--- config.mk ---
export PLATFORM = sky130hd
export DESIGN_NAME = excitation_current_control
export DESIGN_NICKNAME = d
export VERILOG_FILES = /design/src/shared/excitation_current_pkg.sv /design/src/core/excitation_current_control.sv
export SDC_FILE = /design/constraint.sdc
export NUM_CORES = 1
export LEC_CHECK = 0
export BUFFER_PORTS_ARGS = -buffer_cell sky130_fd_sc_hd__buf_2
export CORE_MARGIN = 2
export CORE_UTILIZATION = 43
export DETAILED_ROUTE_END_ITERATION = 8
export PLACE_DENSITY = 0.77
export SYNTH_ARGS = -nofsm -noshare
export SYNTH_HDL_FRONTEND = slang
export SYNTH_SLANG_ARGS = --single-unit
--- constraint.sdc ---
create_clock -name core_clk -period 0.8 [get_ports core_clk]
set_input_delay 0.04 -clock core_clk [delete_from_list [all_inputs] [get_ports core_clk]]
set_output_delay 0.04 -clock core_clk [all_outputs]
set_load 0.1 [all_outputs]
--- src/shared/excitation_current_pkg.sv ---
// Purpose: constants for the excitation current control register
// Assumes: one 8-bit special function register on the core's sfr port
// Notes: bit 7 is reserved and always reads as zero
package excitation_current_pkg;
    localparam logic [7:0] ICC_ADDR = 8'hd5;
    localparam logic [7:0] ICC_RESET = 8'h00;
    localparam logic [7:0] ICC_WRITE_MASK = 8'h7f;
    localparam int BIT_BURNOUT = 6;
    localparam int BIT_AUX_CORR = 5;
    localparam int BIT_PRI_CORR = 4;
    localparam int BIT_SRC2_PIN = 3;
    localparam int BIT_SRC1_PIN = 2;
    localparam int BIT_SRC2_EN = 1;
    localparam int BIT_SRC1_EN = 0;
endpackage : excitation_current_pkg

--- src/core/excitation_current_control.sv ---
// Purpose: current-source control register and analog switch drive
// Assumes: sfr bus is byte wide, synchronous, one-cycle write strobe
// Notes: no single-bit addressing; read data registered one cycle late
`timescale 1ns/1ps

module excitation_current_control (
    input wire logic core_clk,
    input wire logic rst,
    input wire logic [7:0] sfr_addr,
    input wire logic sfr_wr,
    input wire logic sfr_rd,
    input wire logic [7:0] sfr_wdata,
    output logic [7:0] sfr_rdata,
    output logic burnout_pos_on,
    output logic burnout_neg_on,
    output logic aux_current_correction,
    output logic primary_current_correction,
    output logic src1_to_first_excitation_pin,
    output logic src1_to_second_excitation_pin,
    output logic src2_to_first_excitation_pin,
    output logic src2_to_second_excitation_pin
);
    logic [7:0] ctrl_r;
    logic sel;

    assign sel = (sfr_addr == excitation_current_pkg::ICC_ADDR);

    // whole-byte write only; reserved bit masked off
    always_ff @(posedge core_clk or posedge rst) begin
        if (rst) begin
            ctrl_r <= excitation_current_pkg::ICC_RESET;
        end else if (sfr_wr && sel) begin
            ctrl_r <= sfr_wdata & excitation_current_pkg::ICC_WRITE_MASK;
        end
    end

    always_ff @(posedge core_clk or posedge rst) begin
        if (rst) begin
            sfr_rdata <= 8'h00;
        end else if (sfr_rd && sel) begin
            sfr_rdata <= ctrl_r & excitation_current_pkg::ICC_WRITE_MASK;
        end else begin
            sfr_rdata <= 8'h00;
        end
    end

    // switch drive; each source routed independently, so both may share a pin
    always_ff @(posedge core_clk or posedge rst) begin
        if (rst) begin
            burnout_pos_on <= 1'b0;
            burnout_neg_on <= 1'b0;
            aux_current_correction <= 1'b0;
            primary_current_correction <= 1'b0;
            src1_to_first_excitation_pin <= 1'b0;
            src1_to_second_excitation_pin <= 1'b0;
            src2_to_first_excitation_pin <= 1'b0;
            src2_to_second_excitation_pin <= 1'b0;
        end else begin
            burnout_pos_on <= ctrl_r[excitation_current_pkg::BIT_BURNOUT];
            burnout_neg_on <= ctrl_r[excitation_current_pkg::BIT_BURNOUT];
            aux_current_correction <=
                ctrl_r[excitation_current_pkg::BIT_AUX_CORR];
            primary_current_correction <=
                ctrl_r[excitation_current_pkg::BIT_PRI_CORR];
            src1_to_first_excitation_pin <=
                ctrl_r[excitation_current_pkg::BIT_SRC1_EN] &&
                !ctrl_r[excitation_current_pkg::BIT_SRC1_PIN];
            src1_to_second_excitation_pin <=
                ctrl_r[excitation_current_pkg::BIT_SRC1_EN] &&
                ctrl_r[excitation_current_pkg::BIT_SRC1_PIN];
            src2_to_first_excitation_pin <=
                ctrl_r[excitation_current_pkg::BIT_SRC2_EN] &&
                ctrl_r[excitation_current_pkg::BIT_SRC2_PIN];
            src2_to_second_excitation_pin <=
                ctrl_r[excitation_current_pkg::BIT_SRC2_EN] &&
                !ctrl_r[excitation_current_pkg::BIT_SRC2_PIN];
        end
    end

    AST_RESET_VALUE: assert property (@(posedge core_clk)
        $fell(rst) |-> ctrl_r == 8'h00)
        else $error("control register not zero after reset");
    AST_RESERVED_ZERO: assert property (@(posedge core_clk)
        disable iff (rst)
        sfr_rdata[7] == 1'b0)
        else $error("reserved bit read as one");
    AST_READBACK: assert property (@(posedge core_clk) disable iff (rst)
        (sfr_wr && sel) ##1 (sfr_rd && sel && !sfr_wr) |=>
        sfr_rdata == ($past(sfr_wdata, 2) & 8'h7f))
        else $error("readback differs from write");
    AST_BURNOUT: assert property (@(posedge core_clk) disable iff (rst)
        (sfr_wr && sel) |=> ##1
        (burnout_pos_on == $past(sfr_wdata[6], 2)) &&
        (burnout_neg_on == burnout_pos_on))
        else $error("burnout sources not following bit");
    AST_AUX_CORR: assert property (@(posedge core_clk) disable iff (rst)
        (sfr_wr && sel) |=> ##1
        aux_current_correction == $past(sfr_wdata[5], 2))
        else $error("aux correction not following bit");
    AST_PRI_CORR: assert property (@(posedge core_clk) disable iff (rst)
        (sfr_wr && sel) |=> ##1
        primary_current_correction == $past(sfr_wdata[4], 2))
        else $error("primary correction not following bit");
    AST_SRC2_ROUTE: assert property (@(posedge core_clk) disable iff (rst)
        (sfr_wr && sel && sfr_wdata[1]) |=> ##1
        (src2_to_first_excitation_pin == $past(sfr_wdata[3], 2)) &&
        (src2_to_second_excitation_pin != src2_to_first_excitation_pin))
        else $error("source two routed wrongly");
    AST_SRC1_ROUTE: assert property (@(posedge core_clk) disable iff (rst)
        (sfr_wr && sel && sfr_wdata[0]) |=> ##1
        (src1_to_second_excitation_pin == $past(sfr_wdata[2], 2)) &&
        (src1_to_first_excitation_pin != src1_to_second_excitation_pin))
        else $error("source one routed wrongly");
    AST_SRC2_OFF: assert property (@(posedge core_clk) disable iff (rst)
        (sfr_wr && sel && !sfr_wdata[1]) |=> ##1
        !src2_to_first_excitation_pin && !src2_to_second_excitation_pin)
        else $error("source two on while disabled");
    AST_SRC1_OFF: assert property (@(posedge core_clk) disable iff (rst)
        (sfr_wr && sel && !sfr_wdata[0]) |=> ##1
        !src1_to_first_excitation_pin && !src1_to_second_excitation_pin)
        else $error("source one on while disabled");
    AST_SHARED_PIN: assert property (@(posedge core_clk) disable iff (rst)
        (sfr_wr && sel && sfr_wdata[3:0] == 4'h7) |=> ##1
        src1_to_second_excitation_pin && src2_to_second_excitation_pin)
        else $error("both sources not on shared pin");

    // register and read port checks
    AST_RESET_OUTPUTS: assert property (@(posedge core_clk)
        $fell(rst) |->
        !burnout_pos_on && !burnout_neg_on && !aux_current_correction &&
        !primary_current_correction && sfr_rdata == 8'h00)
        else $error("outputs not zero after reset");

    AST_RDATA_IDLE: assert property (@(posedge core_clk)
        disable iff (rst)
        !(sfr_rd && sel) |=> sfr_rdata == 8'h00)
        else $error("read data not zero without a read");

    AST_READ_OTHER: assert property (@(posedge core_clk)
        disable iff (rst)
        (sfr_rd && !sel) |=> sfr_rdata == 8'h00)
        else $error("other address read not zero");

    AST_READ_SAME_CYCLE: assert property (@(posedge core_clk)
        disable iff (rst)
        (sfr_rd && sfr_wr && sel) |=>
        sfr_rdata == ($past(ctrl_r) & excitation_current_pkg::ICC_WRITE_MASK))
        else $error("read beside write did not return old value");

    AST_CTRL_HOLD: assert property (@(posedge core_clk)
        disable iff (rst)
        !(sfr_wr && sel) |=> $stable(ctrl_r))
        else $error("control register changed without a write");

    AST_CTRL_WRITE: assert property (@(posedge core_clk)
        disable iff (rst)
        (sfr_wr && sel) |=>
        ctrl_r == ($past(sfr_wdata) & excitation_current_pkg::ICC_WRITE_MASK))
        else $error("control register not loaded from write");

    AST_CTRL_RESERVED: assert property (@(posedge core_clk)
        disable iff (rst)
        ctrl_r[7] == 1'b0)
        else $error("reserved register bit set");

    // drive checks; each drive follows the register one edge later
    AST_BURNOUT_PAIR: assert property (@(posedge core_clk)
        disable iff (rst)
        burnout_pos_on == burnout_neg_on)
        else $error("burnout sources disagree");

    AST_BURNOUT_FOLLOW: assert property (@(posedge core_clk)
        disable iff (rst)
        burnout_pos_on ==
        $past(ctrl_r[excitation_current_pkg::BIT_BURNOUT]))
        else $error("burnout drive not following register");

    AST_AUX_FOLLOW: assert property (@(posedge core_clk)
        disable iff (rst)
        aux_current_correction ==
        $past(ctrl_r[excitation_current_pkg::BIT_AUX_CORR]))
        else $error("aux correction not following register");

    AST_PRI_FOLLOW: assert property (@(posedge core_clk)
        disable iff (rst)
        primary_current_correction ==
        $past(ctrl_r[excitation_current_pkg::BIT_PRI_CORR]))
        else $error("primary correction not following register");

    AST_SRC1_EXCL: assert property (@(posedge core_clk)
        disable iff (rst)
        !(src1_to_first_excitation_pin && src1_to_second_excitation_pin))
        else $error("source one on both pins");

    AST_SRC2_EXCL: assert property (@(posedge core_clk)
        disable iff (rst)
        !(src2_to_first_excitation_pin && src2_to_second_excitation_pin))
        else $error("source two on both pins");

    AST_SRC1_FIRST_FOLLOW: assert property (@(posedge core_clk)
        disable iff (rst)
        src1_to_first_excitation_pin ==
        $past(ctrl_r[excitation_current_pkg::BIT_SRC1_EN] &&
        !ctrl_r[excitation_current_pkg::BIT_SRC1_PIN]))
        else $error("source one first pin drive wrong");

    AST_SRC1_SECOND_FOLLOW: assert property (@(posedge core_clk)
        disable iff (rst)
        src1_to_second_excitation_pin ==
        $past(ctrl_r[excitation_current_pkg::BIT_SRC1_EN] &&
        ctrl_r[excitation_current_pkg::BIT_SRC1_PIN]))
        else $error("source one second pin drive wrong");

    AST_SRC2_FIRST_FOLLOW: assert property (@(posedge core_clk)
        disable iff (rst)
        src2_to_first_excitation_pin ==
        $past(ctrl_r[excitation_current_pkg::BIT_SRC2_EN] &&
        ctrl_r[excitation_current_pkg::BIT_SRC2_PIN]))
        else $error("source two first pin drive wrong");

    AST_SRC2_SECOND_FOLLOW: assert property (@(posedge core_clk)
        disable iff (rst)
        src2_to_second_excitation_pin ==
        $past(ctrl_r[excitation_current_pkg::BIT_SRC2_EN] &&
        !ctrl_r[excitation_current_pkg::BIT_SRC2_PIN]))
        else $error("source two second pin drive wrong");

    AST_SHARED_FIRST: assert property (@(posedge core_clk)
        disable iff (rst)
        (sfr_wr && sel && sfr_wdata[3:0] == 4'hb) |=> ##1
        src1_to_first_excitation_pin && src2_to_first_excitation_pin)
        else $error("both sources not on first pin");
endmodule : excitation_current_control

Word-level counts from Yosys, hierarchy flattened. Cells that the tools add are included.

Reductions and logical operators: 8. Equal/unequal tests: 1. Muxes and demuxes: 1.

Operators with widths (count): $eq A8 B8 Y1 const B (1); $mux W7 (1); $logic_and A1 B1 Y1 (6); $logic_not A1 Y1 (2).

Register bits: 21. Output and inout bits: 16. Input bits: 20. Logic and storage cells: 19.

Longest topological paths before layout. Gate-level depths: netlist of the first run.

Depth in word-level cells: 3. Depth in mapped cells: 3. Mapped depth without buffers: 3.

Worst setup path after synthesis of the first run. OpenSTA, ideal clock, no wires.

Path kind: register to output. From: register burnout_neg_on (netlist name). To: output burnout_pos_on. Arrival time: 1324 ps. Setup slack: -564 ps. Path buffers: 1. Required time: 760 ps. Stages on the path, launching flop included: 2. Cell sequence: dfrtp_1 -> buf_4.

RTL lines: end, declared (line excitation_current_control.sv:14) `output logic burnout_pos_on,`.

==> metrics.md, run 1 <==
| Metric | Value |
|---|---|
| Worst setup margin | -227 ps |
| Hpwl dp | 1060 um |
| # fillers | 111 |
| Final Hold Fails | 0 |
| Fmax | 974 MHz |
| H-tree Lvls | 1 |
| Synth Net Count | 67 |
| Number of global-route vias before repair | 468 |
| Setup Slack @ Placement | -203 ps |
| Slowest cell on crit path | dfrtp_4 |
| Rows | 15 |
| Hold WC Path Type | in -> reg |
| I/O Buffers | 33 |
| Met3 Routed Length | 76 um |
| Largest delay share family, worst path | flip-flops |
| Antenna cells | 0 |
| Share of cells above drive strength 1 | 0.674 |
| Gr usage total | 0.156 |
| Peak supply drop | 1360 uV |
| Die Height | 45.6 um |
| Synth Area per Inst | 15.8 um2 |
| Max-cap violations | 0 |
| Clock Path Buffers | 2 |
| Synth Warn # | 0 |
| Period utilisation layout | 1.28 |
| DP Area | 0.00117 mm2 |
| Avg WL per Cell | 12.9 um |
| Routability cong. | 0.660 |
| Mapped Area | 743 um2 |
| Slowest stage delay, CP | 520 ps |
| Routed wl met2 | 764 um |
| LEAKAGE | 0.623 nW |
| CP Class | reg -> out |
| PwrDens | 1490 mW/mm2 |
| First-pass GRT wire length | 2100 um |
| Initial Utilization | 0.445 |
| CTS Sinks | 21 |
| Routed WL | 1410 um |
| CTS tree | yes |
| Post-layout min period | 1030 ps |
| Iteration-0 DRC Markers | 6 |
| Setup-failing EPs final | 15 |
| CP max FO | 2 |
| Worst Skew | 2.06 ps |
| Wl on met1 | 532 um |
| Core Box Area | 0.00167 mm2 |
| Reg clk slew, reported paths | 100 ps |
| WP data arrival | 990 ps |
| Largest net degree at the start of global routing | 22 |
| Nets | 113 |
| First-pass detailed-route iteration total | 4 |
| CTS Buf Count | 3 |
| Fin area | 0.00128 mm2 |
| Tot Pwr | 0.00192 W |
| Antenna violations before repair | 0 |
| Slew Viols, Final | 0 |
| Critical Path Start Type | register |
| CP Cell Sequence | buf_12 |
| Worst hold slack | 169 ps |
| WP data required | 760 ps |
| Die area | 0.00208 mm2 |
| Worst path buffer plus inverter count | 1 |
| Area Overhead vs Synth | 72.9% |
| Clock latency on the worst-skew pair | 290 ps |
| Status | complete, but fails checks |
| Synth Instances | 47 |
| Max Used Layer | met4 |
| Clock Tree Root | clkbuf_4 |
| Gr ovfl total | 0 |
| Die width | 45.6 um |
| Yosys cell types | 11 |
| Flops & latches, synth | 21 |
| Antenna Nets Post-Route | 0 |
| Vias | 518 |
| Seq/Total Area, Yosys | 0.707 |
| RSZ-0062 raised after global routing | true |
| Critical Path End Type | output port |
| DRC Markers | 0 |
| Failing checks | negative setup slack |
| Vias per inst | 4.75 |
| Final core occ | 0.769 |
| # IOs | 36 |
sequential cells by signal (all words and copies together) (netlist names):
name / count
ctrl_r: 7
sfr_rdata: 7
aux_current_correction: 1
burnout_neg_on: 1
primary_current_correction: 1
src1_to_first_excitation_pin: 1
src1_to_second_excitation_pin: 1
src2_to_first_excitation_pin: 1
src2_to_second_excitation_pin: 1
cells in the final DEF (no fill, tap or decap):
master,Yosys,routed
dfrtp_4,0,1
buf_2,0,18
dlygate4sd3_1,0,8
and3_2,1,1
nand3_4,1,1
inv_1,1,1
clkbuf_1,0,1
conb_1,1,1
buf_4,2,2
and4b_1,1,1
mux2_2,7,6
clkbuf_4,0,3
mux2_4,0,1
dfrtp_2,0,13
dfrtp_1,21,7
and4bb_2,1,1
nor2b_1,2,2
buf_12,0,15
and2_1,9,9
metrics by stage:
step | instances | setup TNS, ps
3_3_place_gp | 96 | -2070
5_1_grt | 109 | -2770
3_5_place_dp | 96 | -2290
6_report | 109 | -2120
2_1_floorplan | 47 | -464
4_1_cts | 108 | -2320
metal layers:
metal,vias to the layer above,global-route usage
met2,27,0.259
li1,241,-
met4,0,0.124
met5,-,0
met1,246,0.175
met3,4,0.0238
where the power goes:
part           switching, W  internal, W  leakage, nW
combinational      0.000183     0.000139        0.340
sequential        0.0000238      0.00109        0.268
clock              0.000284     0.000194       0.0150
Yosys cell counts:
cell	n	area share
and2_1	9	0.076
and3_2	1	0.010
and4b_1	1	0.013
and4bb_2	1	0.017
buf_4	2	0.020
conb_1	1	0.0050
dfrtp_1	21	0.71
inv_1	1	0.0050
mux2_2	7	0.11
nand3_4	1	0.024
nor2b_1	2	0.017
what timing repair did:
| item | 4_1_cts | 5_1_grt |
|---|---|---|
| hold buffers | 8 | 0 |
| hold endpoints to repair | 28 | 0 |
| endpoints found under the setup margin | 15 | 18 |
| gates resized for setup | 0 | 1 |
| setup buffers | 0 | 1 |
area by class of cell:
type                    count  area (um2)  share of cell area
repair buffers             43         485               0.378
inverters                   1        3.75             0.00292
flip-flops and latches     21         546               0.425
well taps                  17        21.3              0.0166
clock buffers               4        26.3              0.0204
multi-input cells          23         203               0.158
path summary, 6_finish.rpt:
kind                       slack (ps)                       end  depth (start not counted)                startpoint
max                              -230            burnout_pos_on                          1  burnout_neg_on$_DFF_PP0_
min                               170     ctrl_r[6]$_DFFE_PP0P_                          3                    sfr_wr
max reg2reg                        20     ctrl_r[3]$_DFFE_PP0P_                          1     ctrl_r[3]$_DFFE_PP0P_
min reg2reg                       410  burnout_neg_on$_DFF_PP0_                          0     ctrl_r[6]$_DFFE_PP0P_
max in group asynchronous         230  burnout_neg_on$_DFF_PP0_                          4                       rst
min in group asynchronous         350  burnout_neg_on$_DFF_PP0_                          4                       rst
logic make-up after synthesis:
group / after synthesis / share of synthesized area
AND/OR/NAND/NOR: 15 / 0.157
other: 1 / 0.00505
multiplexers: 7 / 0.106
buffers and inverters: 3 / 0.0252
flip-flops: 21 / 0.707
(Power assumes the default switching activity.)
==> run 2: changes to the inputs <==
--- a/config.mk
+++ b/config.mk
@@ -6,6 +6,7 @@
 export NUM_CORES = 1
 export LEC_CHECK = 0
 export BUFFER_PORTS_ARGS = -buffer_cell sky130_fd_sc_hd__buf_2
+export CORE_ASPECT_RATIO = 1.25
 export CORE_MARGIN = 2
 export CORE_UTILIZATION = 43
 export DETAILED_ROUTE_END_ITERATION = 8
@@ -13,3 +14,4 @@
 export SYNTH_ARGS = -nofsm -noshare
 export SYNTH_HDL_FRONTEND = slang
 export SYNTH_SLANG_ARGS = --single-unit
+export TNS_END_PERCENT = 10
==> run 2 against run 1 <==
  * The run still ends with negative setup slack left
  * Worst setup slack gained 5.9 ps
  * Critical path depth did not move
  * Highest routed layer unchanged
  * Sequential share of layout area is 1.1 points lower
  * Sequential power about the same
  * Combinational power increased by 2%
  * Largest power group unchanged
  * Fmax is 0.57% higher
  * Critical endpoint unchanged
  * Clock-buffer cell count stayed put
==> metrics.md, run 2 (same netlist as run 1, synthesis figures left out) <==
| Metric | Value |
|---|---|
| Status | complete, but fails checks |
| Failing checks | negative setup slack |
| Post-layout min period | 1020 ps (-5.87 ps) |
| DRC Markers | 0 (unchanged) |
| Clock latency on the worst-skew pair | 280 ps (about the same) |
| Slowest cell on crit path | dfrtp_4 |
| Critical Path End Type | output port |
| Antenna cells | 0 (unchanged) |
| Final core occ | 0.801 (+0.0315) |
| Setup-failing EPs final | 15 (unchanged) |
| Die Height | 50.5 um (+11%) |
| Avg WL per Cell | 13.2 um (+1.9%) |
| CTS Buf Count | 3 (unchanged) |
| # IOs | 36 (unchanged) |
| Nets | 113 (unchanged) |
| Routed WL | 1450 um (+2.8%) |
| PwrDens | 1500 mW/mm2 (+0.39%) |
| WP data required | 760 ps (about the same) |
| H-tree Lvls | 1 (unchanged) |
| Iteration-0 DRC Markers | 2 (-4) |
| Top flop regs | ctrl_r: 7 flops, sfr_rdata: 7 flops |
| Max-cap violations | 0 (unchanged) |
| Commonest non-fill, non-tap cells in the layout | dfrtp_1, buf_2, buf_12 |
| Peak supply drop | 1250 uV (-8.3%) |
| CP Class | reg -> out |
| First-pass detailed-route iteration total | 2 (-2) |
| Clock Path Buffers | 2 (unchanged) |
| Final Hold Fails | 0 (unchanged) |
| Largest delay share family, worst path | flip-flops |
| Critical Path Start Type | register |
| Core Box Area | 0.00160 mm2 (-4.1%) |
| Vias per inst | 4.57 (-3.8%) |
| Vias | 503 (-2.9%) |
| Final instance count without filler cells | 110 (+0.92%) |
| Period utilisation layout | 1.28 (-0.00733) |
| Fmax | 979 MHz (+0.57%) |
| CTS tree | yes |
| CTS Sinks | 21 (unchanged) |
| LEAKAGE | 0.653 nW (+4.9%) |
| WP data arrival | 980 ps (about the same) |
| Area Overhead vs Synth | 72.6% |
| Gr usage total | 0.158 (+0.00243) |
| Clock Tree Root | clkbuf_4 |
| Hold WC Path Type | in -> reg |
| Slowest stage delay, CP | 520 ps (about the same) |
| Die area | 0.00208 mm2 (about the same) |
| Slew Viols, Final | 0 (unchanged) |
| Inst Count DP | 98 (+2.1%) |
| CP max FO | 2 (unchanged) |
| Antenna violations before repair | 0 (unchanged) |
| Antenna Nets Post-Route | 0 (unchanged) |
| Reg clk slew, reported paths | 110 ps (about the same) |
| Gr ovfl total | 0 (unchanged) |
| Die width | 41.2 um (-9.6%) |
| Rows | 16 (+1) |
| Commonest non-fill, non-tap cell in the layout | dfrtp_1 |
| CP Cell Sequence | buf_12 |
| Initial Utilization | 0.464 (+0.0191) |
| Worst path buffer plus inverter count | 1 (unchanged) |
| Largest net degree at the start of global routing | 12 (-45%) |
| First-pass GRT wire length | 2160 um (+3.0%) |
| Number of global-route vias before repair | 535 (+14%) |
| RSZ-0062 raised after global routing | true |
| Worst setup margin | -221 ps (+5.87 ps) |
| Routability cong. | 0.661 (+0.21%) |
| Share of cells above drive strength 1 | 0.543 (-0.130) |
| I/O Buffers | 33 (unchanged) |
| Hpwl dp | 1060 um (+0.53%) |
| Worst Skew | 4.76 ps (+2.71 ps) |
## run 2: path summary, 6_finish.rpt
check	startpoint	to	slack [ps]	cells past startpoint
setup / recovery	burnout_neg_on$_DFF_PP0_	burnout_pos_on	-220	1
min in group asynchronous	rst	burnout_neg_on$_DFF_PP0_	280	4
setup reg to reg	ctrl_r[3]$_DFFE_PP0P_	ctrl_r[3]$_DFFE_PP0P_	0	1
max in group asynchronous	rst	aux_current_correction$_DFF_PP0_	350	4
hold reg to reg	ctrl_r[6]$_DFFE_PP0P_	burnout_neg_on$_DFF_PP0_	410	0
hold / removal	sfr_wr	ctrl_r[1]$_DFFE_PP0P_	180	3
## run 2: layer usage
layer,wire [um],share of wire,vias to the layer above,global-route usage
met1,503,0.35,238,0.162
met2,862,0.59,24,0.297
met4,13,0.0090,0,0.0484
met3,70,0.048,2,0.0265
met5,0,0,-,0
li1,-,-,239,-
## run 2: where the power goes
group	internal (W)	switching, W
Combinational	0.000144	0.000186
Sequential	0.00109	0.0000261
Clock	0.000193	0.000279
Total	0.00143	0.000492
## run 2: stage by stage
step                area [um2]  total power, W  hold slack [ps]  setup TNS (ps)  setup slack (ps)
floorplan                  752         0.00130             16.5           -2030              -123
CTS                       1270         0.00192              154           -1960              -226
detailed placement        1160         0.00143             54.4           -2580              -239
global placement          1160         0.00142             42.1           -2070              -186
finish                    1280         0.00192              184           -1860              -221
global route              1280         0.00201              178           -2420              -249
## run 2: final cells by class
type                    instances  area, um2
clock buffers                   4       26.3
fillers                       104        319
repair buffers                 43        485
well taps                      18       22.5
flip-flops and latches         21        531
inverters                       1       3.75
multi-input cells              23        214
## run 2: what timing repair did
item | CTS | global route
hold buffers | 8 | 0
setup endpoints to repair | 16 | 19
resized for setup | 1 | 3
setup buffers | 0 | 0
hold endpoints to repair | 28 | 0
cloned | 0 | 0
